### config.mk
export PLATFORM = sky130hd
export DESIGN_NAME = firc_top
export DESIGN_NICKNAME = d
export VERILOG_FILES = /design/src/firc_pkg.sv /design/src/firc_top.sv
export VERILOG_INCLUDE_DIRS = /design/src /design/src/src
export SDC_FILE = /design/constraint.sdc
export NUM_CORES = 1
export LEC_CHECK = 0
export BUFFER_PORTS_ARGS = -buffer_cell sky130_fd_sc_hd__buf_4
export CAP_MARGIN = 20
export CELL_PAD_IN_SITES_DETAIL_PLACEMENT = 0
export CELL_PAD_IN_SITES_GLOBAL_PLACEMENT = 1
export CORE_MARGIN = 2
export CORE_UTILIZATION = 25
export DETAILED_ROUTE_END_ITERATION = 6
export GPL_TIMING_DRIVEN = 0
export PLACE_DENSITY = 0.6
export SLEW_MARGIN = 20
export SYNTH_ARGS = -nofsm -noshare
export SYNTH_HDL_FRONTEND = slang
export SYNTH_SLANG_ARGS = --single-unit
### constraint.sdc
create_clock -name clk -period 5.7 [get_ports clk]
set_clock_uncertainty 0.05 [all_clocks]
set_input_delay 0.855 -clock clk [delete_from_list [all_inputs] [get_ports clk]]
set_output_delay 0.855 -clock clk [all_outputs]
set_load 0.05 [all_outputs]
### src/firc_consts.svh
`ifndef FIRC_CONSTS_SVH
`define FIRC_CONSTS_SVH

// Register offsets within bank 0
`define FIRC_OFS_IRQ_ENABLE   3'h1
`define FIRC_OFS_IRQ_STATUS   3'h2
`define FIRC_OFS_LINE_CTRL_A  3'h3
`define FIRC_OFS_MASTER_CTRL  3'h7
`define FIRC_BANK0            2'h0

// Interrupt bit positions
`define FIRC_BIT_ACTIVE       7
`define FIRC_BIT_END_MSG      6
`define FIRC_BIT_TIMER        5
`define FIRC_BIT_FIFO         4

// Line control A bit positions
`define FIRC_BIT_FIFO_RESET   7
`define FIRC_BIT_ABORT        2
`define FIRC_BIT_DATA_DONE    1
`define FIRC_BIT_B2B_LAST     0

// Master control bit positions
`define FIRC_BIT_MASTER_IE    5
`define FIRC_BIT_BANK_HI      1
`define FIRC_BIT_BANK_LO      0

// Writable bits: bank select and master enable; enables in the top nibble
`define FIRC_MASK_MASTER_CTRL 8'h23
`define FIRC_MASK_IRQ_ENABLE  8'hf0

// Reset values
`define FIRC_RST_IRQ_ENABLE   8'h80
`define FIRC_RST_MASTER_CTRL  8'h00
`define FIRC_RST_ZERO         8'h00

// Timer intervals in microseconds
`define FIRC_TMR_US_0         500
`define FIRC_TMR_US_1         1000
`define FIRC_TMR_US_2         2000
`define FIRC_TMR_US_3         4000
`define FIRC_CLK_MHZ          125

`endif

### src/firc_pkg.sv
package firc_pkg;
  typedef enum logic [1:0] {
    FIRC_TX_IDLE,
    FIRC_TX_SEND,
    FIRC_TX_ABORT
  } firc_tx_state_t;
endpackage

### src/firc_top.sv
// Contract
// - Active frame sets status bit seven
// - Active frame flag drives request when enabled
// - Frame done or aborted sets end-of-message
// - Status read clears end-of-message flag
// - End-of-message drives request when enabled
// - Timer expiry sets bit five, four intervals
// - FIFO flag set by enabled service request
// - FIFO flag follows source, read-insensitive
// - FIFO flag drives request under master enable
// - FIFO reset clears full and not-empty
// - FIFO reset bit self-clears
// - Abort stops frame, raises end-of-message, empties FIFO
// - Abort cleared at frame end, transmit only
// - Empty FIFO: data-done end, else underrun
// - DMA terminal count sets data-done
// - Data-done clears at message end if empty
// - Back-to-back bit ends last frame on empty
// - Master enable low blocks all requests
// - Enable bits seven, six, five, four
`timescale 1ns/1ps
`include "firc_consts.svh"

module firc_top
  import firc_pkg::*;
#(
  parameter int TIMER_CYC_0 = `FIRC_TMR_US_0 * `FIRC_CLK_MHZ,
  parameter int TIMER_CYC_1 = `FIRC_TMR_US_1 * `FIRC_CLK_MHZ,
  parameter int TIMER_CYC_2 = `FIRC_TMR_US_2 * `FIRC_CLK_MHZ,
  parameter int TIMER_CYC_3 = `FIRC_TMR_US_3 * `FIRC_CLK_MHZ
) (
  input  wire logic       clk,
  input  wire logic       reset,
  input  wire logic       clk_en,
  input  wire logic [2:0] io_addr,
  input  wire logic       io_wr,
  input  wire logic       io_rd,
  input  wire logic [7:0] io_wdata,
  output logic      [7:0] io_rdata,
  input  wire logic       active_frame_detect,
  input  wire logic       tx_mode,
  input  wire logic       dma_mode,
  input  wire logic       dma_terminal_count,
  input  wire logic       tx_service_request,
  input  wire logic       rx_service_request,
  input  wire logic       tx_frame_done,
  input  wire logic       fifo_empty,
  input  wire logic [1:0] timer_sel,
  output logic            irq,
  output logic            fifo_clear,
  output logic            tx_stop,
  output logic            tx_end_of_data,
  output logic            tx_underrun,
  output logic            tx_terminate_last
);

  localparam int TW = 32;

  logic [7:0]     master_r;
  logic [7:0]     ien_r;
  logic           flag_active_r;
  logic           end_of_message_flag_r;
  logic           flag_timer_r;
  logic           flag_fifo_r;
  logic           fifo_reset_r;
  logic           abort_r;
  logic           data_done_r;
  logic           back_to_back_last_frame_r;
  logic [TW-1:0]  tmr_cnt_r;
  logic           tmr_hit;
  logic           bank0;
  logic           wr_lca;
  logic           rd_stat;
  logic           abort_req;
  logic           msg_end;
  logic [7:0]     stat_val;
  logic [7:0]     lca_val;
  firc_tx_state_t tx_state_r;

  function automatic logic [TW-1:0] timer_limit(input logic [1:0] sel);
    case (sel)
      2'h0:    timer_limit = TIMER_CYC_0[TW-1:0];
      2'h1:    timer_limit = TIMER_CYC_1[TW-1:0];
      2'h2:    timer_limit = TIMER_CYC_2[TW-1:0];
      default: timer_limit = TIMER_CYC_3[TW-1:0];
    endcase
  endfunction

  function automatic logic hit(input logic [2:0] a, input logic [2:0] ofs);
    hit = (a == ofs);
  endfunction

  assign bank0   = (master_r[`FIRC_BIT_BANK_HI:`FIRC_BIT_BANK_LO] == `FIRC_BANK0);
  assign wr_lca  = io_wr && bank0 && hit(io_addr, `FIRC_OFS_LINE_CTRL_A);
  assign rd_stat = io_rd && bank0 && hit(io_addr, `FIRC_OFS_IRQ_STATUS);
  // Abort only acts while transmit mode is set, whether or not a frame is being sent
  assign abort_req = wr_lca && io_wdata[`FIRC_BIT_ABORT] && tx_mode;
  assign tmr_hit = (tmr_cnt_r >= timer_limit(timer_sel) - 32'h1);
  // Data exhausted with data-done marks a clean message end
  assign msg_end = tx_mode && fifo_empty && data_done_r;

  always_comb begin
    stat_val = `FIRC_RST_ZERO;
    stat_val[`FIRC_BIT_ACTIVE] = flag_active_r;
    stat_val[`FIRC_BIT_END_MSG] = end_of_message_flag_r;
    stat_val[`FIRC_BIT_TIMER]  = flag_timer_r;
    stat_val[`FIRC_BIT_FIFO]   = flag_fifo_r;
  end

  always_comb begin
    lca_val = `FIRC_RST_ZERO;
    lca_val[`FIRC_BIT_FIFO_RESET] = fifo_reset_r;
    lca_val[`FIRC_BIT_ABORT]      = abort_r;
    lca_val[`FIRC_BIT_DATA_DONE]  = data_done_r;
    lca_val[`FIRC_BIT_B2B_LAST]   = back_to_back_last_frame_r;
  end

  // Master control and enables; bank bits pick the register set
  always_ff @(posedge clk) begin
    if (reset) begin
      master_r <= `FIRC_RST_MASTER_CTRL;
      ien_r    <= `FIRC_RST_IRQ_ENABLE;
    end else if (clk_en) begin
      if (io_wr && hit(io_addr, `FIRC_OFS_MASTER_CTRL)) begin
        master_r <= io_wdata & `FIRC_MASK_MASTER_CTRL;
      end
      if (io_wr && bank0 && hit(io_addr, `FIRC_OFS_IRQ_ENABLE)) begin
        ien_r <= io_wdata & `FIRC_MASK_IRQ_ENABLE;
      end
    end
  end

  // Interval timer runs freely and restarts on each expiry
  always_ff @(posedge clk) begin
    if (reset) begin
      tmr_cnt_r <= '0;
    end else if (clk_en) begin
      if (tmr_hit) begin
        tmr_cnt_r <= '0;
      end else begin
        tmr_cnt_r <= tmr_cnt_r + 32'h1;
      end
    end
  end

  // Active frame flag; a new event beats the read that clears it
  always_ff @(posedge clk) begin
    if (reset) begin
      flag_active_r <= 1'b0;
    end else if (clk_en) begin
      if (active_frame_detect) begin
        flag_active_r <= 1'b1;
      end else if (rd_stat) begin
        flag_active_r <= 1'b0;
      end
    end
  end

  // Frame end, abort or clean data end; a read clears it unless one lands
  always_ff @(posedge clk) begin
    if (reset) begin
      end_of_message_flag_r <= 1'b0;
    end else if (clk_en) begin
      if ((tx_frame_done && tx_state_r != FIRC_TX_IDLE) || abort_req || msg_end) begin
        end_of_message_flag_r <= 1'b1;
      end else if (rd_stat) begin
        end_of_message_flag_r <= 1'b0;
      end
    end
  end

  // Timer flag, sticky until a status read
  always_ff @(posedge clk) begin
    if (reset) begin
      flag_timer_r <= 1'b0;
    end else if (clk_en) begin
      if (tmr_hit) begin
        flag_timer_r <= 1'b1;
      end else if (rd_stat) begin
        flag_timer_r <= 1'b0;
      end
    end
  end

  // Level flag: follows the requests and is not touched by reads
  always_ff @(posedge clk) begin
    if (reset) begin
      flag_fifo_r <= 1'b0;
    end else if (clk_en) begin
      flag_fifo_r <= ien_r[`FIRC_BIT_FIFO] &&
                     (tx_service_request || rx_service_request);
    end
  end

  // Transmit frame tracking
  always_ff @(posedge clk) begin
    if (reset) begin
      tx_state_r <= FIRC_TX_IDLE;
    end else if (clk_en) begin
      case (tx_state_r)
        FIRC_TX_IDLE: begin
          if (tx_mode && !fifo_empty) begin
            tx_state_r <= FIRC_TX_SEND;
          end
        end
        FIRC_TX_SEND: begin
          if (abort_req) begin
            tx_state_r <= FIRC_TX_ABORT;
          end else if (tx_frame_done || !tx_mode) begin
            tx_state_r <= FIRC_TX_IDLE;
          end
        end
        FIRC_TX_ABORT: begin
          if (tx_frame_done || !tx_mode) begin
            tx_state_r <= FIRC_TX_IDLE;
          end
        end
        default: tx_state_r <= FIRC_TX_IDLE;
      endcase
    end
  end

  // Reset bit lives one cycle, long enough for the FIFO to clear
  always_ff @(posedge clk) begin
    if (reset) begin
      fifo_reset_r <= 1'b0;
    end else if (clk_en) begin
      if (wr_lca && io_wdata[`FIRC_BIT_FIFO_RESET]) begin
        fifo_reset_r <= 1'b1;
      end else begin
        fifo_reset_r <= 1'b0;
      end
    end
  end

  // Abort holds until the frame ends or transmit mode drops
  always_ff @(posedge clk) begin
    if (reset) begin
      abort_r <= 1'b0;
    end else if (clk_en) begin
      if (abort_req) begin
        abort_r <= 1'b1;
      end else if (tx_frame_done || !tx_mode) begin
        abort_r <= 1'b0;
      end
    end
  end

  // Plain host bit; the host sets it before the last frame
  always_ff @(posedge clk) begin
    if (reset) begin
      back_to_back_last_frame_r <= 1'b0;
    end else if (clk_en && wr_lca) begin
      back_to_back_last_frame_r <= io_wdata[`FIRC_BIT_B2B_LAST];
    end
  end

  // Terminal count wins over a same-cycle host write or end clear
  always_ff @(posedge clk) begin
    if (reset) begin
      data_done_r <= 1'b0;
    end else if (clk_en) begin
      if (tx_mode && dma_mode && dma_terminal_count) begin
        data_done_r <= 1'b1;
      end else if (wr_lca) begin
        data_done_r <= io_wdata[`FIRC_BIT_DATA_DONE];
      end else if ((msg_end || tx_frame_done) && fifo_empty) begin
        data_done_r <= 1'b0;
      end
    end
  end

  // Request line: each sticky flag with its enable, all behind the master bit
  always_ff @(posedge clk) begin
    if (reset) begin
      irq <= 1'b0;
    end else if (clk_en) begin
      irq <= master_r[`FIRC_BIT_MASTER_IE] && (
             (flag_active_r && ien_r[`FIRC_BIT_ACTIVE]) ||
             (end_of_message_flag_r && ien_r[`FIRC_BIT_END_MSG]) ||
             (flag_timer_r && ien_r[`FIRC_BIT_TIMER]) ||
             flag_fifo_r);
    end
  end

  // One-cycle pulse after a reset write or a taken abort
  always_ff @(posedge clk) begin
    if (reset) begin
      fifo_clear <= 1'b0;
    end else if (clk_en) begin
      fifo_clear <= (wr_lca && io_wdata[`FIRC_BIT_FIFO_RESET]) || abort_req;
    end
  end

  always_ff @(posedge clk) begin
    if (reset) begin
      tx_stop <= 1'b0;
    end else if (clk_en) begin
      tx_stop <= abort_req;
    end
  end

  // Data exhausted with data-done set: a clean end
  always_ff @(posedge clk) begin
    if (reset) begin
      tx_end_of_data <= 1'b0;
    end else if (clk_en) begin
      tx_end_of_data <= msg_end;
    end
  end

  // Data exhausted without data-done while sending: an underrun
  always_ff @(posedge clk) begin
    if (reset) begin
      tx_underrun <= 1'b0;
    end else if (clk_en) begin
      tx_underrun <= tx_state_r == FIRC_TX_SEND && fifo_empty && !data_done_r;
    end
  end

  // Back-to-back last frame closes itself once the FIFO runs dry
  always_ff @(posedge clk) begin
    if (reset) begin
      tx_terminate_last <= 1'b0;
    end else if (clk_en) begin
      tx_terminate_last <= tx_mode && back_to_back_last_frame_r && fifo_empty;
    end
  end

  // Read data, registered one cycle after the strobe
  always_ff @(posedge clk) begin
    if (reset) begin
      io_rdata <= `FIRC_RST_ZERO;
    end else if (clk_en && io_rd) begin
      if (hit(io_addr, `FIRC_OFS_MASTER_CTRL)) begin
        io_rdata <= master_r;
      end else if (bank0 && hit(io_addr, `FIRC_OFS_IRQ_ENABLE)) begin
        io_rdata <= ien_r;
      end else if (rd_stat) begin
        io_rdata <= stat_val;
      end else if (bank0 && hit(io_addr, `FIRC_OFS_LINE_CTRL_A)) begin
        io_rdata <= lca_val;
      end else begin
        io_rdata <= `FIRC_RST_ZERO;
      end
    end
  end

endmodule

==> impl_results.md <==
* Outcome: completed
* Cells after Synth at 371
* CP max stage delay at 0.39 ns
* Port Buffer Count at 36
* Drt initial violations at 152
* Area grow syn2layout at 25.54%
* Synth Flop Type: dfxtp_1
* Leakage at 1.585 nW
* Root Driver: clkbuf_16
* Rel. slew slack at 44.00%
* Sw Ratio at 21.14%
* Mapped Area at 3223 um^2
* Initial antenna violation count at 0
* Largest net degree at the start of global routing at 11
* I/O pins at 40
* Postcts setup bufs at 0
* Post-synthesis register bit count at 62
* Hold Startpoint: abort_r$_SDFFE_PP0P_
* Core area at 12620 um^2
* Site row count at 41
* Power Density at 284.8 nW/um^2
* Mapped Nets at 423
* Sw Pwr at 243.6 uW
* Cts bufs inserted at 9
* EDFF count, synth at 0
* Die height at 117.5 um
* Register area share after synthesis at 38.51%
* Drt pass-1 iters at 4
* CTS tree: built
* First-pass GRT wire length at 13890 um
* Startpoint Class: primary input
* Hold EP: abort_r$_SDFFE_PP0P_
* Worst Hold Margin at 0.4160 ns
* Hold Path Class: flop to flop
* Post-CTS sizing at 0
* Required time worst endpoint at 5.86 ns
* Max Cap Viol at 0
* RD Place Congestion at 0.7999
* Source of the worst register-to-register timing path: tmr_cnt_r[0]$_SDFFE_PP0P_
* Largest cells by area after synthesis: dfxtp_1 39%, ha_1 10%, nor2_1 6.6%, xor2_1 6.0%, nand4_1 4.5%
* Clock power frac at 53.9%
* Largest vdd supply drop at 0.1267 mV
* Final period utilization at 53.15%
* Total internal power at 908.7 uW
* Worst-path clk slew at 0.05 ns
* Final setup vio count at 0
* R2r setup slk at 3.44 ns
* Hold Path Cell Cnt at 2
* PnR Total Power at 1.152 mW
* Initial Util at 25.54%
* Worst Tran Pin Value at 0.8323 ns
* TNS Setup at 0 ns
* Crit. End Element: flop
* Die ar. at 13820 um^2
* Yosys warning total at 0
* Unrepaired setup endpoints after global routing: false
* Final slew viol count at 0
* H-Tree Depth at 3
* Vias in the first global route at 2797
* Diodes inserted at 0
* Max Root-Sink Buffers at 2
* Ratio of cells with drive above 1 in the final layout at 14.93%
* Via count at 2697
* Syn avg cell area at 8.688 um^2
* Worst-Skew Late Latency at 0.32 ns
* Share of the synthesized area in the top cell type at 38.51%
* R2R Path End: tmr_cnt_r[18]$_SDFFE_PP0P_
* Crit path buf inv count at 3
* Detail Route Antenna Nets at 0
* Largest delay share family, worst path: compound AO/OA/AOI/OAI gates
* CP cell instances: buf_4 > inv_1 > ha_1 > xor2_1 > ha_1 > a21oi_1 > a211o_1 > a2111o_1 > o2111ai_1 > buf_2 > nor2_1
* Most used cell, CP: ha_1
* Sink Count at 62
* Max Clk Rate at 330.1 MHz
* Vias per Instance at 4.540
* Critical Path Slowest Stage Cell: a2111o_1
* Fillers at 1342
* Post-layout net count at 470
* Avg WL per Cell at 13.45 um
* HPWL after DPL at 5949 um
* Comb power frac at 7.4%
* Global-route usage over all layers at 12.30%
* GRT overflow at 0
* Seq pwr share at 38.7%
* Cell variety after synth at 43
* Die Wd at 117.5 um
* Residual DRC at 0
* Async set-reset flop share out of synthesis at 0%
* Class of the most critical setup path: primary input to flop
* Drt total wl at 7988 um
* Crit path DAT at 3.19 ns
* R2R depth at 7
* Post-CTS Hold Fix Bufs at 0
* Final hold violations at 0
* Tmin final at 3.029 ns
* Cell taking the most area after synthesis: dfxtp_1
* CP max FO at 10
==> layer usage <==
layer  vias to the layer above  global-route usage (%)  share of wire [%]
met5                         -                       0                  0
met4                         0                   4.142                1.1
met3                         7                   2.907                3.7
met2                        47                   20.50                 46
met1                      1234                   15.60                 49
li1                       1409                       -                  -
==> metrics by stage <==
step           util, %  cell area (um^2)  cells  worst slack (ns)
6_report         32.06              4046    594             2.671
5_1_grt          32.06              4046    594             2.449
4_1_cts          32.06              4046    594             2.649
3_5_place_dp     29.39              3709    579             2.317
3_3_place_gp     29.39              3709    579             2.352
2_1_floorplan        -              3223    371             2.781
==> sequential cells by signal (all words and copies together) (netlist names), 2 cells and up <==
name and cells:
master_r 3, tmr_cnt_r 32, ien_r 4, tx_state_r 2, io_rdata 7
==> final cells by class <==
cell class                      count  area (um^2)  area share [%]
Clock buffer                       11        242.7           5.999
Buffer                             13        58.81           1.453
Sequential cell                    62         1241           30.67
Multi-Input combinational cell    286         1886           46.60
Timing Repair Buffer               36        270.3           6.679
Clock inverter                      4        95.09           2.350
Tap cell                          172        215.2           5.318
Inverter                           10        37.54          0.9276
==> worst max-delay path by stage <==
stage	start	end	depth (start not counted)
after CTS	timer_sel[0]	tmr_cnt_r[19]$_SDFFE_PP0P_	11
after floorplan	timer_sel[0]	tmr_cnt_r[10]$_SDFFE_PP0P_	10
after detailed placement	timer_sel[0]	tmr_cnt_r[19]$_SDFFE_PP0P_	11
after global placement	timer_sel[0]	tmr_cnt_r[19]$_SDFFE_PP0P_	11
final	timer_sel[0]	tmr_cnt_r[18]$_SDFFE_PP0P_	11
after global routing	timer_sel[1]	tmr_cnt_r[16]$_SDFFE_PP0P_	13
==> logic make-up (layout without fill, tap and decap cells) <==
logic type                 Yosys count  after routing  share of synthesized area (%)
muxes                               10             10                          3.106
xor gates and xnor gates            32             32                          8.695
other                                2              2                         0.2330
AOI/OAI and AO/OA                   54             54                          10.71
DFF                                 62             62                          38.51
adders and majority gates           26             26                          10.09
and+or+nand+nor                    162            162                          25.66
buffers and inverters               23             74                          2.989
==> cell usage after synthesis (3+ instances only) <==
library cell / instances
a211oi_1: 5
a21oi_1: 22
a22oi_1: 8
a31oi_1: 3
and3_1: 6
buf_2: 4
clkbuf_1: 7
dfxtp_1: 62
ha_1: 26
inv_1: 10
mux2i_1: 10
nand2_1: 28
nand2b_1: 9
nand3_1: 15
nand4_1: 23
nor2_1: 57
nor3_1: 4
nor4_1: 6
o21ai_0: 5
xnor2_1: 10
xor2_1: 22
==> cells in the final DEF, fill, tap and decap left out, drive strengths merged, types with 2 or more instances in the layout <==
cell type,instances
nor2,57
nor4,6
dfxtp,62
ha,26
o21ai,5
a211oi,5
conb,2
nor2b,2
nand2,28
nand3,16
xnor2,10
o21a,2
nand4,24
buf,41
a311oi,2
clkbuf,19
a22oi,8
inv,10
a31oi,3
nand2b,9
xor2,22
and4,2
nor3,7
bufinv,3
mux2i,10
and3,6
a21oi,22
o211ai,2
==> tightest hold or removal path, cell delays in order (launching register included) <==
cell and delay [ns]:
dfxtp_1 0.31, nand2_1 0.05, a21oi_1 0.05
==> power groups by stage <==
stage | logic (mW) | registers (mW) | clock network, mW
final | 0.0853 | 0.446 | 0.621
after global routing | 0.0956 | 0.447 | 0.658
after CTS | 0.0862 | 0.446 | 0.638
after detailed placement | 0.0856 | 0.455 | 0
after global placement | 0.0852 | 0.455 | 0
after floorplan | 0.0420 | 0.463 | 0
No activity file was read; power rests on OpenSTA's default activity.
